`config.mk`:
```
export PLATFORM = sky130hd
export DESIGN_NAME = mux_addr_cmd
export DESIGN_NICKNAME = d
export VERILOG_FILES = /design/src/rtl/mux_addr_pkg.sv /design/src/rtl/mux_addr_cmd.sv /design/src/rtl/addr_phase_merge.sv
export SDC_FILE = /design/constraint.sdc
export NUM_CORES = 1
export LEC_CHECK = 0
export ABC_AREA = 1
export ABC_CLOCK_PERIOD_IN_PS = 1600
export BUFFER_PORTS_ARGS = -buffer_cell sky130_fd_sc_hd__buf_2
export CORE_AREA = 2 2 133 135
export CTS_BUF_LIST = sky130_fd_sc_hd__clkbuf_16
export CTS_CLUSTER_DIAMETER = 100
export CTS_CLUSTER_SIZE = 14
export DETAILED_ROUTE_END_ITERATION = 10
export DIE_AREA = 0 0 135 137
export HOLD_SLACK_MARGIN = 0.05
export PLACE_DENSITY_LB_ADDON = 0.25
export SLEW_MARGIN = 15
export SYNTH_ARGS = -nofsm -noshare
export SYNTH_HDL_FRONTEND = slang
export SYNTH_SLANG_ARGS = --single-unit
```
`constraint.sdc`:
```
create_clock -name I_SYS_CLK -period 1.6 [get_ports I_SYS_CLK]
set_clock_uncertainty 0.05 [all_clocks]
set_input_delay 0.32 -clock I_SYS_CLK [delete_from_list [all_inputs] [get_ports I_SYS_CLK]]
set_output_delay 0.32 -clock I_SYS_CLK [all_outputs]
set_load 0.005 [all_outputs]
```
`src/rtl/mux_addr_pkg.sv`:
```
package mux_addr_pkg;

   localparam int ADDR_W = 20;
   localparam int BANK_W = 4;
   localparam int MR_W   = 18;
   localparam int ERR_W  = 5;

   // APB register offsets
   localparam logic [7:0] OFF_CTRL   = 8'h00;
   localparam logic [7:0] OFF_STATUS = 8'h04;
   localparam logic [7:0] OFF_ERR    = 8'h08;
   localparam logic [7:0] OFF_MR0    = 8'h0C;
   localparam logic [7:0] OFF_MR1    = 8'h10;
   localparam logic [7:0] OFF_MR2    = 8'h14;

   // Mode register fields
   localparam int MR0_MUX_BIT  = 9;
   localparam int MR1_BL_LSB   = 3;
   localparam int MR1_ODT_LSB  = 0;
   localparam int MR1_ODT_W    = 3;
   localparam logic [1:0] BL_2 = 2'h0;
   localparam logic [1:0] BL_4 = 2'h1;
   localparam logic [1:0] BL_8 = 2'h2;

   // Sticky error bits
   localparam int ERR_COLLIDE = 0;
   localparam int ERR_WAIT    = 1;
   localparam int ERR_BL8     = 2;
   localparam int ERR_BA_HIGH = 3;
   localparam int ERR_MR0_LOW = 4;

   // Reset values and counts
   localparam logic [MR_W-1:0] MR_RST       = 18'h0_0000;
   localparam logic [3:0]      LAT_RST      = 4'h3;
   localparam logic [7:0]      MODE_WAIT_CYC = 8'h0C;

   typedef enum logic [2:0] {
      CMD_NOP, CMD_MRS, CMD_READ, CMD_WRITE, CMD_REF
   } cmd_t;

   typedef enum logic {ST_IDLE, ST_PHASE2} state_t;

   // Pin encoding: cs_n, we_n, ref_n
   function automatic cmd_t decode_cmd(input logic cs_n,
                                       input logic we_n,
                                       input logic ref_n);
      cmd_t c;
      c = CMD_NOP;
      if (!cs_n) begin
         case ({we_n, ref_n})
            2'b00:   c = CMD_MRS;
            2'b11:   c = CMD_READ;
            2'b01:   c = CMD_WRITE;
            default: c = CMD_REF;
         endcase
      end
      return c;
   endfunction

endpackage

```
`src/rtl/mux_addr_cmd.sv`:
```
// Overview of operation
// - Mode reg zero bit 9 enables two-cycle addressing
// - After mode reg two, termination off or selected
// - Second phase balls map to documented address bits
// - Data latency starts at second address phase
// - Row cycle starts at command edge
// - Refresh executes one edge after command
// - Refresh uses address or bank lines per variant
`timescale 1ns/100ps
`default_nettype none
module mux_addr_cmd
   import mux_addr_pkg::*;
#(
   parameter logic [7:0] MODE_LOAD_WAIT = MODE_WAIT_CYC
) (
   input  wire logic              I_SYS_CLK,
   input  wire logic              I_RESET_N,
   input  wire logic              I_CS_N,
   input  wire logic              I_WE_N,
   input  wire logic              I_REF_N,
   input  wire logic [ADDR_W-1:0] I_ADDR,
   input  wire logic [BANK_W-1:0] I_BANK,
   input  wire logic              PSEL,
   input  wire logic              PENABLE,
   input  wire logic              PWRITE,
   input  wire logic [7:0]        PADDR,
   input  wire logic [31:0]       PWDATA,
   output logic                   PREADY,
   output logic      [31:0]       PRDATA,
   output logic                   PSLVERR,
   output logic                   O_CMD_READ,
   output logic                   O_CMD_WRITE,
   output logic      [ADDR_W-1:0] O_ADDR,
   output logic      [BANK_W-1:0] O_BANK,
   output logic                   O_DATA_START,
   output logic                   O_DATA_DUE,
   output logic                   O_ROW_START,
   output logic                   O_REFRESH,
   output logic      [15:0]       O_REFRESH_BANKS,
   output logic                   O_ODT_EN,
   output logic                   O_MUX_MODE
);

   typedef struct packed {
      state_t              st;
      cmd_t                p1_cmd;
      logic [ADDR_W-1:0]   p1_addr;
      logic [BANK_W-1:0]   p1_bank;
      logic [MR_W-1:0]     mr0;
      logic [MR_W-1:0]     mr1;
      logic [MR_W-1:0]     mr2;
      logic                mr2_done;
      logic                odt_en;
      logic                mux;
      logic [7:0]          wait_cnt;
      logic [2:0]          init_stage;
      logic                x36;
      logic                mb_sel;
      logic [3:0]          lat;
      logic [3:0]          lat_cnt;
      logic                lat_busy;
      logic [ERR_W-1:0]    err;
      logic                ref_pend;
      logic [15:0]         ref_mask;
      logic                rd;
      logic                wr;
      logic [ADDR_W-1:0]   addr;
      logic [BANK_W-1:0]   bank;
      logic                dstart;
      logic                ddue;
      logic                rowstart;
      logic                refr;
      logic [15:0]         refbanks;
      logic                pready;
      logic [31:0]         prdata;
      logic                pslverr;
   } state_s_t;

   state_s_t s_q;
   state_s_t s_d;
   cmd_t              cmd;
   logic [ADDR_W-1:0] merged;

   assign cmd = decode_cmd(I_CS_N, I_WE_N, I_REF_N);

   addr_phase_merge u_merge (
      .i_phase1 (s_q.p1_addr),
      .i_phase2 (I_ADDR),
      .i_x36    (s_q.x36),
      .i_burst  (s_q.mr1[MR1_BL_LSB +: 2]),
      .o_addr   (merged)
   );

   always_comb begin
      logic              ex_go;
      cmd_t              ex_cmd;
      logic [ADDR_W-1:0] ex_addr;
      logic [BANK_W-1:0] ex_bank;
      logic [MR_W-1:0]   mr_data;
      ex_go   = 1'b0;
      ex_cmd  = CMD_NOP;
      ex_addr = '0;
      ex_bank = '0;
      mr_data = '0;
      s_d = s_q;
      s_d.rd       = 1'b0;
      s_d.wr       = 1'b0;
      s_d.dstart   = 1'b0;
      s_d.ddue     = 1'b0;
      s_d.rowstart = 1'b0;
      s_d.refr     = 1'b0;
      s_d.ref_pend = 1'b0;

      // APB: three-cycle access (one wait state) keeps pready a clean flop output
      s_d.pready  = PSEL && PENABLE && !s_q.pready;
      s_d.pslverr = 1'b0;
      s_d.prdata  = '0;
      if (PSEL && PENABLE && !s_q.pready) begin
         if (PADDR == OFF_CTRL) begin
            s_d.prdata = {24'h00_0000, s_q.lat, 2'b00, s_q.mb_sel, s_q.x36};
         end else if (PADDR == OFF_STATUS) begin
            s_d.prdata = {25'h000_0000, s_q.init_stage, 1'b0,
                          s_q.mr2_done, s_q.odt_en, s_q.mux};
         end else if (PADDR == OFF_ERR) begin
            s_d.prdata = {27'h000_0000, s_q.err};
         end else if (PADDR == OFF_MR0) begin
            s_d.prdata = {14'h0000, s_q.mr0};
         end else if (PADDR == OFF_MR1) begin
            s_d.prdata = {14'h0000, s_q.mr1};
         end else if (PADDR == OFF_MR2) begin
            s_d.prdata = {14'h0000, s_q.mr2};
         end else begin
            s_d.pslverr = 1'b1;
         end
      end
      if (PSEL && PENABLE && s_q.pready && PWRITE) begin
         if (PADDR == OFF_CTRL) begin
            s_d.x36    = PWDATA[0];
            s_d.mb_sel = PWDATA[1];
            s_d.lat    = PWDATA[7:4];
         end else if (PADDR == OFF_ERR) begin
            // Clear first so a same-cycle event below still wins
            s_d.err = s_q.err & ~PWDATA[ERR_W-1:0];
         end
      end

      if (s_q.wait_cnt != 8'h00) begin
         s_d.wait_cnt = s_q.wait_cnt - 8'h01;
      end
      if (s_q.lat_busy) begin
         if (s_q.lat_cnt == 4'h0) begin
            s_d.ddue     = 1'b1;
            s_d.lat_busy = 1'b0;
         end else begin
            s_d.lat_cnt = s_q.lat_cnt - 4'h1;
         end
      end
      if (s_q.ref_pend) begin
         s_d.refr     = 1'b1;
         s_d.refbanks = s_q.ref_mask;
      end

      case (s_q.st)
         ST_IDLE: begin
            if (cmd == CMD_READ || cmd == CMD_WRITE || cmd == CMD_REF) begin
               s_d.rowstart = 1'b1;
            end
            if (cmd != CMD_NOP) begin
               if (!s_q.mux) begin
                  ex_go   = 1'b1;
                  ex_cmd  = cmd;
                  ex_addr = I_ADDR;
                  ex_bank = I_BANK;
               end else if (cmd == CMD_REF && !s_q.mb_sel) begin
                  // Bank only: no second phase, next command free
                  s_d.ref_pend = 1'b1;
                  s_d.ref_mask = 16'h0001 << I_BANK;
               end else begin
                  s_d.st      = ST_PHASE2;
                  s_d.p1_cmd  = cmd;
                  s_d.p1_addr = I_ADDR;
                  s_d.p1_bank = I_BANK;
               end
            end
         end
         ST_PHASE2: begin
            // Edge carries the second phase; a command here is dropped
            if (cmd != CMD_NOP) begin
               s_d.err[ERR_COLLIDE] = 1'b1;
            end
            ex_go   = 1'b1;
            ex_cmd  = s_q.p1_cmd;
            ex_addr = merged;
            ex_bank = s_q.p1_bank;
            s_d.st  = ST_IDLE;
         end
         default: s_d.st = ST_IDLE;
      endcase

      if (ex_go) begin
         case (ex_cmd)
            CMD_READ, CMD_WRITE: begin
               s_d.rd       = (ex_cmd == CMD_READ);
               s_d.wr       = (ex_cmd == CMD_WRITE);
               s_d.addr     = ex_addr;
               s_d.bank     = ex_bank;
               s_d.dstart   = 1'b1;
               s_d.lat_cnt  = s_q.lat;
               s_d.lat_busy = 1'b1;
            end
            CMD_REF: begin
               s_d.refr = 1'b1;
               if (s_q.mb_sel) begin
                  s_d.refbanks = ex_addr[15:0];
               end else begin
                  s_d.refbanks = 16'h0001 << ex_bank;
               end
            end
            CMD_MRS: begin
               mr_data = ex_addr[MR_W-1:0];
               if (s_q.mux && ex_bank[3:2] != 2'b00) begin
                  s_d.err[ERR_BA_HIGH] = 1'b1;
               end
               if (s_q.mux && s_q.wait_cnt != 8'h00) begin
                  s_d.err[ERR_WAIT] = 1'b1;
               end
               if (ex_bank[1:0] == 2'd0) begin
                  s_d.mr0 = mr_data;
                  s_d.mux = mr_data[MR0_MUX_BIT];
                  if (!s_q.mux && mr_data[MR0_MUX_BIT]) begin
                     s_d.wait_cnt   = MODE_LOAD_WAIT;
                     s_d.init_stage = 3'd1;
                  end
                  if (s_q.mux && !mr_data[MR0_MUX_BIT]) begin
                     s_d.err[ERR_MR0_LOW] = 1'b1;
                  end
                  if (s_q.mux && s_q.init_stage == 3'd1) begin
                     s_d.init_stage = 3'd2;
                  end
               end else if (ex_bank[1:0] == 2'd1) begin
                  s_d.mr1 = mr_data;
                  if (s_q.x36 && mr_data[MR1_BL_LSB +: 2] == BL_8) begin
                     s_d.err[ERR_BL8] = 1'b1;
                  end
                  if (s_q.mux && s_q.init_stage == 3'd2) begin
                     s_d.init_stage = 3'd3;
                  end
               end else if (ex_bank[1:0] == 2'd2) begin
                  s_d.mr2      = mr_data;
                  s_d.mr2_done = 1'b1;
                  s_d.odt_en   = |s_q.mr1[MR1_ODT_LSB +: MR1_ODT_W];
                  if (s_q.mux && s_q.init_stage == 3'd3) begin
                     s_d.init_stage = 3'd4;
                  end
               end
            end
            default: s_d.st = s_d.st;
         endcase
      end
   end

   always_ff @(posedge I_SYS_CLK) begin
      if (!I_RESET_N) begin
         s_q          <= '0;
         s_q.st       <= ST_IDLE;
         s_q.p1_cmd   <= CMD_NOP;
         s_q.mr0      <= MR_RST;
         s_q.mr1      <= MR_RST;
         s_q.mr2      <= MR_RST;
         s_q.lat      <= LAT_RST;
      end else begin
         s_q <= s_d;
      end
   end

   assign PREADY          = s_q.pready;
   assign PRDATA          = s_q.prdata;
   assign PSLVERR         = s_q.pslverr;
   assign O_CMD_READ      = s_q.rd;
   assign O_CMD_WRITE     = s_q.wr;
   assign O_ADDR          = s_q.addr;
   assign O_BANK          = s_q.bank;
   assign O_DATA_START    = s_q.dstart;
   assign O_DATA_DUE      = s_q.ddue;
   assign O_ROW_START     = s_q.rowstart;
   assign O_REFRESH       = s_q.refr;
   assign O_REFRESH_BANKS = s_q.refbanks;
   assign O_ODT_EN        = s_q.odt_en;
   assign O_MUX_MODE      = s_q.mux;

   AST_MUX_ENTER: assert property (@(posedge I_SYS_CLK)
      disable iff (!I_RESET_N)
      (s_q.st == ST_IDLE && !s_q.mux && cmd == CMD_MRS
       && I_BANK[1:0] == 2'd0 && I_ADDR[MR0_MUX_BIT])
      |=> O_MUX_MODE && s_q.wait_cnt == MODE_LOAD_WAIT)
      else $error("Mode bit did not enter two-cycle mode");

   AST_DATA_AT_PHASE2: assert property (@(posedge I_SYS_CLK)
      disable iff (!I_RESET_N)
      (s_q.st == ST_IDLE && s_q.mux
       && (cmd == CMD_READ || cmd == CMD_WRITE))
      |=> !O_DATA_START ##1 O_DATA_START)
      else $error("Data latency not started at second phase");

   AST_ROW_AT_CMD: assert property (@(posedge I_SYS_CLK)
      disable iff (!I_RESET_N)
      (s_q.st == ST_IDLE && cmd != CMD_NOP && cmd != CMD_MRS)
      |=> O_ROW_START)
      else $error("Row cycle not started at command edge");

   AST_REF_NEXT_EDGE: assert property (@(posedge I_SYS_CLK)
      disable iff (!I_RESET_N)
      (s_q.st == ST_IDLE && s_q.mux && cmd == CMD_REF)
      |=> !O_REFRESH ##1 O_REFRESH)
      else $error("Refresh not executed one edge after command");

   AST_BANK_REF_FREE: assert property (@(posedge I_SYS_CLK)
      disable iff (!I_RESET_N)
      (s_q.st == ST_IDLE && s_q.mux && cmd == CMD_REF && !s_q.mb_sel)
      |=> s_q.st == ST_IDLE)
      else $error("Bank refresh blocked the next clock");

   AST_BANK_REF_ONEHOT: assert property (@(posedge I_SYS_CLK)
      disable iff (!I_RESET_N)
      (s_q.st == ST_IDLE && s_q.mux && cmd == CMD_REF && !s_q.mb_sel)
      |=> ##1 O_REFRESH
          && O_REFRESH_BANKS == (16'h0001 << $past(I_BANK, 2)))
      else $error("Bank refresh mask not from bank lines");

   AST_ODT_AFTER_MR2: assert property (@(posedge I_SYS_CLK)
      disable iff (!I_RESET_N)
      !s_q.mr2_done |-> !O_ODT_EN)
      else $error("Termination enabled before mode reg two");

   AST_COLLIDE_FLAG: assert property (@(posedge I_SYS_CLK)
      disable iff (!I_RESET_N)
      (s_q.st == ST_PHASE2 && cmd != CMD_NOP)
      |=> s_q.err[ERR_COLLIDE] ##1 s_q.err[ERR_COLLIDE])
      else $error("Second-phase collision not flagged");

   AST_PHASE2_MAP: assert property (@(posedge I_SYS_CLK)
      disable iff (!I_RESET_N)
      (s_q.st == ST_PHASE2 && s_q.p1_cmd == CMD_READ)
      |=> O_CMD_READ && O_ADDR[1] == $past(I_ADDR[3])
          && O_ADDR[15] == $past(I_ADDR[18]))
      else $error("Second-phase address mapping wrong");

   AST_BL8_X36: assert property (@(posedge I_SYS_CLK)
      disable iff (!I_RESET_N)
      (s_q.st == ST_PHASE2 && s_q.p1_cmd == CMD_MRS && s_q.x36
       && s_q.p1_bank[1:0] == 2'd1 && merged[MR1_BL_LSB +: 2] == BL_8)
      |=> s_q.err[ERR_BL8])
      else $error("Burst of eight on wide part not flagged");

endmodule
`default_nettype wire

```
`src/rtl/addr_phase_merge.sv`:
```
`timescale 1ns/100ps
`default_nettype none
module addr_phase_merge
   import mux_addr_pkg::*;
(
   input  wire logic [ADDR_W-1:0] i_phase1,
   input  wire logic [ADDR_W-1:0] i_phase2,
   input  wire logic              i_x36,
   input  wire logic [1:0]        i_burst,
   output logic      [ADDR_W-1:0] o_addr
);

   logic top_used;
   logic a19_used;

   // Top first-phase bit is don't care for x36 BL4 and x18 BL8
   assign top_used = i_x36 ? (i_burst == BL_2) : (i_burst != BL_8);
   // Ball 10 carries A19 only for x18 burst of two
   assign a19_used = !i_x36 && (i_burst == BL_2);

   always_comb begin
      o_addr = '0;
      o_addr[0]  = i_phase1[0];
      o_addr[3]  = i_phase1[3];
      o_addr[4]  = i_phase1[4];
      o_addr[5]  = i_phase1[5];
      o_addr[8]  = i_phase1[8];
      o_addr[9]  = i_phase1[9];
      o_addr[10] = i_phase1[10];
      o_addr[13] = i_phase1[13];
      o_addr[14] = i_phase1[14];
      o_addr[17] = i_phase1[17];
      o_addr[18] = top_used & i_phase1[18];
      o_addr[1]  = i_phase2[3];
      o_addr[2]  = i_phase2[4];
      o_addr[6]  = i_phase2[8];
      o_addr[7]  = i_phase2[9];
      o_addr[11] = i_phase2[13];
      o_addr[12] = i_phase2[14];
      o_addr[16] = i_phase2[17];
      o_addr[15] = i_phase2[18];
      o_addr[19] = a19_used & i_phase2[10];
   end

endmodule
`default_nettype wire

```
; Word level (Yosys, flattened, before mapping)
; Index checks and enable logic that the tools add are counted.
[word_totals]
ff_bits = 209
latchBits = 0
ram_bits = 0
rom_bits = 0
in_bits = 72
out_inout_bits = 82
word_cells = 189
n_memories = 0
[classes]
add_sub_neg = 2
multipliers = 0
div = 0
n_lt_le_gt_ge = 0
n_eq_ne = 23
shifts = 2
mux = 63
bitwise = 12
reduce_logical = 51
[op_table]
columns = op, n
row1 = two-way mux 28 bit, 3
row2 = two-way mux 17 bit, 4
row3 = two-way mux 18 bit, 3
row4 = two-way mux 20 bit, 2
row5 = two-way mux 8 bit, 5
row6 = case mux 20 bit (2 select lines), 1
row7 = two-way mux 11 bit, 3
row8 = "<< shifter 1 x 4 -> 16 bit, first input constant", 2
row9 = two-way mux 3 bit, 9
row10 = two-way mux 5 bit, 5
row11 = "equality test 3 x 2 -> 1 bit, second input constant", 6
row12 = two-way mux 1 bit, 17
row13 = "equality test 8 x 4 -> 1 bit, second input constant", 2
row14 = "equality test 8 x 5 -> 1 bit, second input constant", 2
row15 = two-way mux 16 bit, 1
row16 = two-way mux 4 bit, 4
row17 = logical AND 1 bit, 14
row18 = AND reduction 4 bit, 3
row19 = AND reduction 2 bit, 5
row20 = two-way mux 9 bit, 1
row21 = case mux 3 bit (3 select lines), 1
row22 = nonzero test 3 bit, 3
row23 = "equality test 8 x 3 -> 1 bit, second input constant", 1
row24 = zero test 8 bit, 1
row25 = 30 further kinds, 55

; Logic depth before layout (Yosys ltp)
; Gate-level depths: netlist of run 1.
[logic_depth]
ltp_word = 13
depth_mapped = 12
ltp_nobuf = 11

; Modules after synthesis
; From an unflattened synthesis of run 1, not the netlist that was laid out.
[hier_totals]
cells_unflattened = 1175
hier_area_um2 = 8884.8
[by_module_without_submodules]
columns = mod, instances, cells_per_inst, area_each_um2, seq_area_each_um2
row1 = mux_addr_cmd, 1, 1148, 8713.4, 3883.7
row2 = addr_phase_merge, 1, 27, 171.4, 0.0

; Worst setup path before layout of run 1
; OpenSTA, ideal clock, no wires.
[synth_timing]
kind = register -> register
from = register s_q[172] (netlist name)
to = register s_q[169] (netlist name)
arrival_time_ps = 1424
path_slack_ps = -5
stages_incl_launch_ff = 11
synth_period_minus_slack_ps = 1605
cell_sequence = dfxtp_1 -> buf_4 -> clkinv_2 -> nand2_2 -> nand2_4 -> nand2_4 -> nor2_4 -> nand2_8 -> nor2_8 -> buf_4 -> a21oi_2
[synth_lines]
columns = element, line
row1 = end: declaration, mux_addr_cmd.sv:79  ; state_s_t s_q;

; Final worst setup path of run 1
[layout_timing]
from = register s_q[208] (netlist name)
to = register s_q[133] (netlist name)
[layout_between]
elab_chain_cells = 5
elab_cells_between_ends = 12
cone_classes = 3 x eq/ne / 4 x mux / 3 x bitwise / 2 x reduce/logical
[layout_rtl]
columns = element, line
row1 = NOT 1 bit (no source line), -
row2 = case mux 4 bit (2 select lines), mux_addr_cmd.sv:163  ; case (s_q.st)
row3 = equality test 2 x 1 -> 1 bit or zero test 2 bit (tied branches), "mux_addr_cmd.sv:240, mux_addr_cmd.sv:227"
row4 = NOT 1 bit (no source line), -
row5 = AND reduction 5 bit (no source line), -
; Parallel ways exist; a longest one is shown, timed or not.
; A chain may end at the register's enable or synchronous reset.

==> PnR_summary.wiki, run 1 <==
{| class="wikitable"
! Metric !! Value
|-
| Number of enable-type register cells in the synthesized netlist || 0
|-
| Share of flip-flops with an asynchronous set or reset || 0
|-
| Post-synthesis instance total || 1094
|-
| Number of rows created at floorplan || 48
|-
| Critical-path cell with the highest stage delay || dfxtp_4
|-
| Final worst-path setup slack || -0.1850 ns
|-
| Cell Count, Final, Fillers Out || 1505
|-
| Number of nets in the final layout || 1342
|-
| Clock tree from TritonCTS || built
|-
| Worst path top cell family by delay || simple AND/OR/NAND/NOR gates
|-
| Post-place instance area || 9798 µm²
|-
| Maximum Capacitance Violations || 0
|-
| Power share of the clock group || 0.360
|-
| Vertical die dimension || 137 µm
|-
| Number of hold-repair buffers added at the cts stage || 0
|-
| Violations in the final reports || setup timing
|-
| Worst path max stage delay || 0.39 ns
|-
| Initial core utilization || 0.4999
|-
| Sequential share of power || 0.473
|-
| Final min period || 1.785 ns
|-
| Final hold violation count || 0
|-
| Synthesis warning total || 0
|-
| Number of antenna violations at the first check in global routing || 0
|-
| Placed insts || 1456
|-
| Final GP Congestion || 0.8765
|-
| Net switching share of the total power || 0.2822
|-
| Maximum buffer depth of the clock tree || 2
|-
| Flip-flop cell with the highest count after synthesis || dfxtp_1
|-
| Worst voltage drop across the vdd grid || 0.8617 mV
|-
| Cell taking the most area after synthesis || dfxtp_1
|-
| Worst relative slew slack || 0.5673
|-
| Arrival time at the worst endpoint || 2.09 ns
|-
| HP Class || in2reg
|-
| Critical Path End Type || register
|-
| CP Max Fanout || 7
|-
| Slew @ Worst Pin || 0.6491 ns
|-
| Leakage power || 4.959 nW
|-
| Worst path buffer plus inverter count || 2
|-
| Leading post-synthesis cells by cell area || dfxtp_1, o21ai_0, buf_4
|-
| Clk pin slew, worst setup/hold paths || 0.07 ns
|-
| Global router's overall resource usage || 0.2571
|-
| Number of iterations in the first detailed-routing pass || 5
|-
| Via count of the first global-routing pass || 7255
|-
| Setup repair after global routing missed its margin || true
|-
| Crit path kind || reg2reg
|-
| Wire length of the first global-routing pass || 37.08 mm
|-
| Routed Wire Length || 24.45 mm
|-
| Maximum number of pins on one net before global-route repair || 138
|-
| Core area || 17060 µm²
|-
| Finish-stage setup viols || 93
|-
| Number of library cell types mapped by synthesis || 43
|-
| Clock Latency Late Sink || 0.44 ns
|-
| N_diodes || 0
|-
| Top-count cell post-synth || dfxtp_1
|-
| Switching power of the nets || 2.964 mW
|-
| Number of vias per cell || 5.366
|-
| Residual overflow from global routing || 0
|-
| Post-synthesis area per instance || 7.794 µm²
|-
| DRC errors left || 0
|-
| Most frequent cells after synthesis || dfxtp_1, nor2_1, o21ai_0
|-
| Count of state elements after synthesis || 185
|-
| Worst hold slack after final layout || 0.09097 ns
|-
| Final-layout setup total negative slack || -5.686 ns
|-
| Total number of clock tree sinks || 185
|-
| Cells along the critical path || buf_12, nand2_2, o21ai_4, nand2_4, nor2_4, nand2_8, nor2_8, clkbuf_16, o21ai_1, a21oi_1
|-
| Die Wd || 135 µm
|-
| Routed len/inst || 16.25 µm
|-
| Part of the cycle the worst path needs || 1.116
|-
| Port Buffer Count || 115
|-
| Achievable Freq || 560.2 MHz
|-
| Finished layout cell area || 10840 µm²
|-
| Internal Dissipation || 7.541 mW
|-
| Number of fill cells || 1486
|-
| Cell area after synthesis || 8527 µm²
|-
| Count of H-tree levels built during CTS || 4
|-
| Via count || 8076
|-
| DRC violation total after the first TritonRoute iteration || 643
|-
| Pins Over Slew Limit || 0
|-
| Power density over the cells || 969.1 nW/µm²
|-
| Detailed placement HPWL || 16.52 mm
|-
| Root buf cell || clkbuf_16
|-
| Share of final-layout standard cells stronger than drive strength 1 || 0.3180
|-
| Synth-to-layout area growth || 27.13%
|-
| Combinational share of power || 0.167
|-
| Sequential element share of the synthesized area || 0.4343
|-
| Area share of the leading cell type in the synthesized netlist || 0.4343
|-
| Post-route antenna net violation count || 0
|-
| Clock buffer count from CTS || 17
|-
| Kind of start point of the critical path || register
|-
| Area enclosed by the die boundary || 18500 µm²
|-
| Required arrival time at the worst endpoint || 1.91 ns
|-
| Number of top-level design ports || 154
|-
| Outcome || finished, violations left
|}
sequential cells by signal, summed over array words and instances (netlist names):
register	cells
O_DATA_START	1
PSLVERR	1
s_q	118
O_REFRESH	1
O_ODT_EN	1
O_CMD_WRITE	1
PREADY	1
PRDATA	18
O_CMD_READ	1
O_BANK	4
O_ADDR	20
O_REFRESH_BANKS	16
O_DATA_DUE	1
O_ROW_START	1
per-stage QoR:
stage	power [mW]	setup slack, ns	utilization
2_1_floorplan	6.132	-0.002565	-
3_3_place_gp	6.651	-0.1585	0.5745
3_5_place_dp	6.676	-0.2183	0.5745
4_1_cts	10.48	-0.1102	0.6146
5_1_grt	10.90	-0.2551	0.6356
6_report	10.50	-0.1850	0.6356
routing by layer:
layer  share of wire  routed length, µm  vias to the layer above  GRT usage
li1                -                  -                     3947          -
met1            0.46              11150                     3788     0.3452
met2            0.46              11290                      295     0.4143
met3           0.057               1395                       46    0.04074
met4           0.025                614                        0     0.1047
met5               0                  0                        -          0
power groups by stage:
| stage | registers (mW) | clock network (mW) | logic [mW] |
|---|---|---|---|
| final | 4.97 | 3.79 | 1.75 |
| after global routing | 4.99 | 3.97 | 1.94 |
| after CTS | 4.96 | 3.81 | 1.70 |
| after detailed placement | 5.06 | 0 | 1.61 |
| after global placement | 5.06 | 0 | 1.59 |
| after floorplan | 5.04 | 0 | 1.10 |
cell type report:
class | count | area (µm²) | share of cell area
inverters | 83 | 317.8 | 0.02932
clock inverters | 15 | 87.58 | 0.008079
clock buffers | 17 | 425.4 | 0.03924
repair buffers | 267 | 2073 | 0.1913
well taps | 225 | 281.5 | 0.02597
multi-input cells | 713 | 3944 | 0.3638
flip-flops and latches | 185 | 3711 | 0.3423
worst min-delay path, delay by kind of cell:
family / cells / cell delay, ns
buf+inv: 1 / 0.09
simple gates: 2 / 0.13
worst paths after layout:
kind,startpoint,end,slack (ns),cells past startpoint
setup / recovery,s_q[208],s_q[133],-0.18,10
hold / removal,PWDATA[5],s_q[108],0.09,3
setup reg to reg,s_q[208],s_q[133],-0.18,10
hold reg to reg,s_q[143],s_q[143],0.40,2
cell usage in the layout, fill, tap and decap left out, types with 3 or more instances in the layout:
cell type     n
dfxtp_1     183
nor2_1      132
buf_4       122
nand2_1     114
buf_2       114
o21ai_0     109
a21oi_1      80
inv_1        74
o21ai_1      43
nand3_1      37
a21oi_2      23
clkbuf_16    22
buf_12       17
mux2_2       16
a22oi_1      14
conb_1       14
o21ai_2      13
nand4_1      12
o211ai_1     11
nand2_2      11
nor2_2       11
o211a_1      11
nand2_4       7
inv_2         7
a211oi_1      7
buf_6         7
nor3_1        6
a31oi_1       5
nor2_4        5
clkinv_1      5
clkinvlp_4    5
nor4_1        4
nand3_2       4
clkinv_2      3
o21ai_4       3
nor2_8        3
xnor2_1       3
o22ai_1       3
ha_1          3
timing repair:
action                                  4_1_cts  5_1_grt
gates cloned                                  1        7
endpoints found under the setup margin      119      130
pin swaps                                     3        4
setup buffers                                 4        6
gates resized for setup                      48       53
kinds of logic after synthesis:
logic type               after synthesis  synth area share
other                                  1         0.0004398
flip-flops                           185            0.4343
AO/OA/AOI/OAI                        324            0.2148
multiplexers                          16           0.02113
adder cells (fa/ha/maj)                3          0.004403
AND/OR/NAND/NOR                      351            0.1862
XOR/XNOR                               5          0.005137
buffers and inverters                209            0.1335
(Power assumes the default switching activity.)
==> run 2, diff against run 1 <==
--- a/config.mk
+++ b/config.mk
@@ -16,6 +16,7 @@
 export DIE_AREA = 0 0 135 137
 export HOLD_SLACK_MARGIN = 0.05
 export PLACE_DENSITY_LB_ADDON = 0.25
+export RECOVER_POWER = 25
 export SLEW_MARGIN = 15
 export SYNTH_ARGS = -nofsm -noshare
 export SYNTH_HDL_FRONTEND = slang
==> run 2 against run 1 <==
Net effect: the run still ends with setup timing left; routed wire length up 0.23%; core utilization down 0.15 points; combinational power about the same; global-route usage unchanged; critical path type unchanged; largest power group unchanged; highest routed layer unchanged.
==> PnR_summary.wiki, run 2 (synthesized netlist as in run 1, its figures left out) <==
{| class="wikitable"
! Metric !! Value
|-
| Global routing usage on met1 || 0.3452 (unchanged)
|-
| Kind of start point of the critical path || register
|-
| Post-route antenna net violation count || 0 (unchanged)
|-
| Worst voltage drop across the vdd grid || 0.8597 mV (-0.23%)
|-
| Initial core utilization || 0.4999 (unchanged)
|-
| Residual overflow from global routing || 0 (unchanged)
|-
| Worst slack at placement || -0.2183 ns (unchanged)
|-
| Final worst-path setup slack || -0.1930 ns (-0.008000 ns)
|-
| Die Wd || 135 µm (unchanged)
|-
| Number of iterations in the first detailed-routing pass || 5 (unchanged)
|-
| Slew @ Worst Pin || 0.6668 ns (+0.01777 ns)
|-
| Final GP Congestion || 0.8765 (unchanged)
|-
| Area enclosed by the die boundary || 18500 µm² (unchanged)
|-
| Number of top-level design ports || 154 (unchanged)
|-
| Fraction of the core area covered by cells at the end of the flow || 0.6340 (-0.001540)
|-
| Number of vias per cell || 5.334 (-0.59%)
|-
| Clock Latency Late Sink || 0.43 ns (about the same)
|-
| Port Buffer Count || 115 (unchanged)
|-
| Via count of the first global-routing pass || 7255 (unchanged)
|-
| Finish-stage setup viols || 94 (+1.1%)
|-
| Required arrival time at the worst endpoint || 1.91 ns (about the same)
|-
| Arrival time at the worst endpoint || 2.10 ns (about the same)
|-
| Setup repair after global routing missed its margin || true
|-
| Leakage power || 4.909 nW (-1.0%)
|-
| Number of nets in the final layout || 1342 (unchanged)
|-
| Wire length of the first global-routing pass || 37.08 mm (unchanged)
|-
| Part of the cycle the worst path needs || 1.121 (+0.005000)
|-
| Most common cell after layout, fill and taps aside || dfxtp_1
|-
| Final min period || 1.793 ns (+0.008000 ns)
|-
| Clock buffer count from CTS || 17 (unchanged)
|-
| Outcome || finished, violations left
|-
| Worst relative slew slack || 0.5554 (-0.01184)
|-
| Achievable Freq || 557.7 MHz (-0.45%)
|-
| Critical Path End Type || register
|-
| Highest-count cells in the layout ignoring fill and taps || dfxtp_1, nor2_1, buf_4, nand2_1, o21ai_0
|-
| Register with the highest flop count || s_q
|-
| Final hold violation count || 0 (unchanged)
|-
| Post-place instance area || 9798 µm² (unchanged)
|-
| Number of rows created at floorplan || 48 (unchanged)
|-
| N_diodes || 0 (unchanged)
|-
| Root buf cell || clkbuf_16
|-
| Share of final-layout standard cells stronger than drive strength 1 || 0.3078 (-0.01016)
|-
| Global router's overall resource usage || 0.2571 (unchanged)
|-
| Violations in the final reports || setup timing
|-
| Pins Over Slew Limit || 0 (unchanged)
|-
| HP Class || in2reg
|-
| Vertical die dimension || 137 µm (unchanged)
|-
| Crit path kind || reg2reg
|-
| Placed insts || 1456 (unchanged)
|-
| Via count || 8028 (-0.59%)
|-
| Power density over the cells || 971.1 nW/µm² (+0.21%)
|-
| Synth-to-layout area growth || 26.82%
|-
| Maximum buffer depth of the clock tree || 2 (unchanged)
|-
| Detailed placement HPWL || 16.52 mm (unchanged)
|-
| Maximum number of pins on one net before global-route repair || 138 (unchanged)
|-
| Flip-flop count of the largest register, all copies and words added || 118 (unchanged)
|-
| Cell Count, Final, Fillers Out || 1505 (unchanged)
|-
| DRC errors left || 0 (unchanged)
|-
| Worst hold slack after final layout || 0.09305 ns (+0.002089 ns)
|-
| Finished layout cell area || 10810 µm² (-0.24%)
|-
| Clk pin slew, worst setup/hold paths || 0.07 ns (about the same)
|-
| Met3 Resource Use GR || 0.04074 (unchanged)
|-
| Total number of clock tree sinks || 185 (unchanged)
|-
| Routed len/inst || 16.28 µm (+0.23%)
|-
| Clock tree from TritonCTS || built
|-
| Maximum Capacitance Violations || 0 (unchanged)
|-
| Routed Wire Length || 24.51 mm (+0.23%)
|-
| Count of H-tree levels built during CTS || 4 (unchanged)
|-
| Number of antenna violations at the first check in global routing || 0 (unchanged)
|-
| CP Max Fanout || 7 (unchanged)
|-
| Core area || 17060 µm² (unchanged)
|-
| Most crowded layer after global routing || met2
|-
| DRC violation total after the first TritonRoute iteration || 633 (-1.6%)
|-
| Met2 track utilization from global routing || 0.4143 (unchanged)
|}
-- run 2: changes by cell type in the layout (fill, tap and decap cells not counted), sizes merged --
cell / delta
buf: -12
clkbuf: +12
-- run 2: what timing repair did --
| action | 4_1_cts | 5_1_grt |
|---|---|---|
| buffers inserted | 4 | 6 |
| gates resized for setup | 48 | 53 |
| endpoints found under the hold margin | 0 | 0 |
| cloned | 1 | 7 |
| endpoints found under the setup margin | 119 | 130 |
| hold buffers | 0 | 0 |
| pin swaps | 3 | 4 |
-- run 2: layer usage --
metal	wire, µm	vias to the layer above	share of wire
met1	11120	3740	0.45
met4	622	0	0.025
li1	-	3951	-
met5	0	-	0
met3	1478	48	0.060
met2	11290	289	0.46
-- run 2: layout make-up --
cell class | count | area, µm²
Fill cell | 1499 | 6242
Multi-Input combinational cell | 713 | 3936
Sequential cell | 185 | 3711
Timing Repair Buffer | 267 | 2054
Clock buffer | 17 | 425.4
Inverter | 83 | 317.8
Tap cell | 225 | 281.5
Clock inverter | 15 | 87.58
-- run 2: path summary, 6_finish.rpt --
kind / startpoint / end / slack, ns / cells past startpoint
worst max-delay path: s_q[208] / s_q[133] / -0.19 / 10
worst min-delay path: PWDATA[5] / s_q[108] / 0.09 / 3
worst max register to register: s_q[208] / s_q[133] / -0.19 / 10
worst min register to register: s_q[143] / s_q[143] / 0.40 / 2
-- run 2: power by group --
group	switching, mW	leakage (nW)	internal (mW)
Sequential	0.137	1.50	4.83
Clock	1.83	0.244	1.95
Combinational	0.995	3.16	0.757
-- run 2: worst max-delay path, stage by stage, from the launching register on --
cell	delay, ns
dfxtp_4	0.39
buf_12	0.13
nand2_2	0.07
o21ai_4	0.08
nand2_4	0.08
nor2_4	0.14
nand2_8	0.12
nor2_8	0.21
clkbuf_16	0.19
o21ai_1	0.08
a21oi_1	0.18
-- run 2: per-stage QoR --
stage | TNS [ns] | total power, mW
floorplan | -0.01026 | 6.132
global placement | -14.46 | 6.651
detailed placement | -18.81 | 6.676
CTS | -3.090 | 10.48
global route | -13.62 | 10.90
finish | -5.773 | 10.50
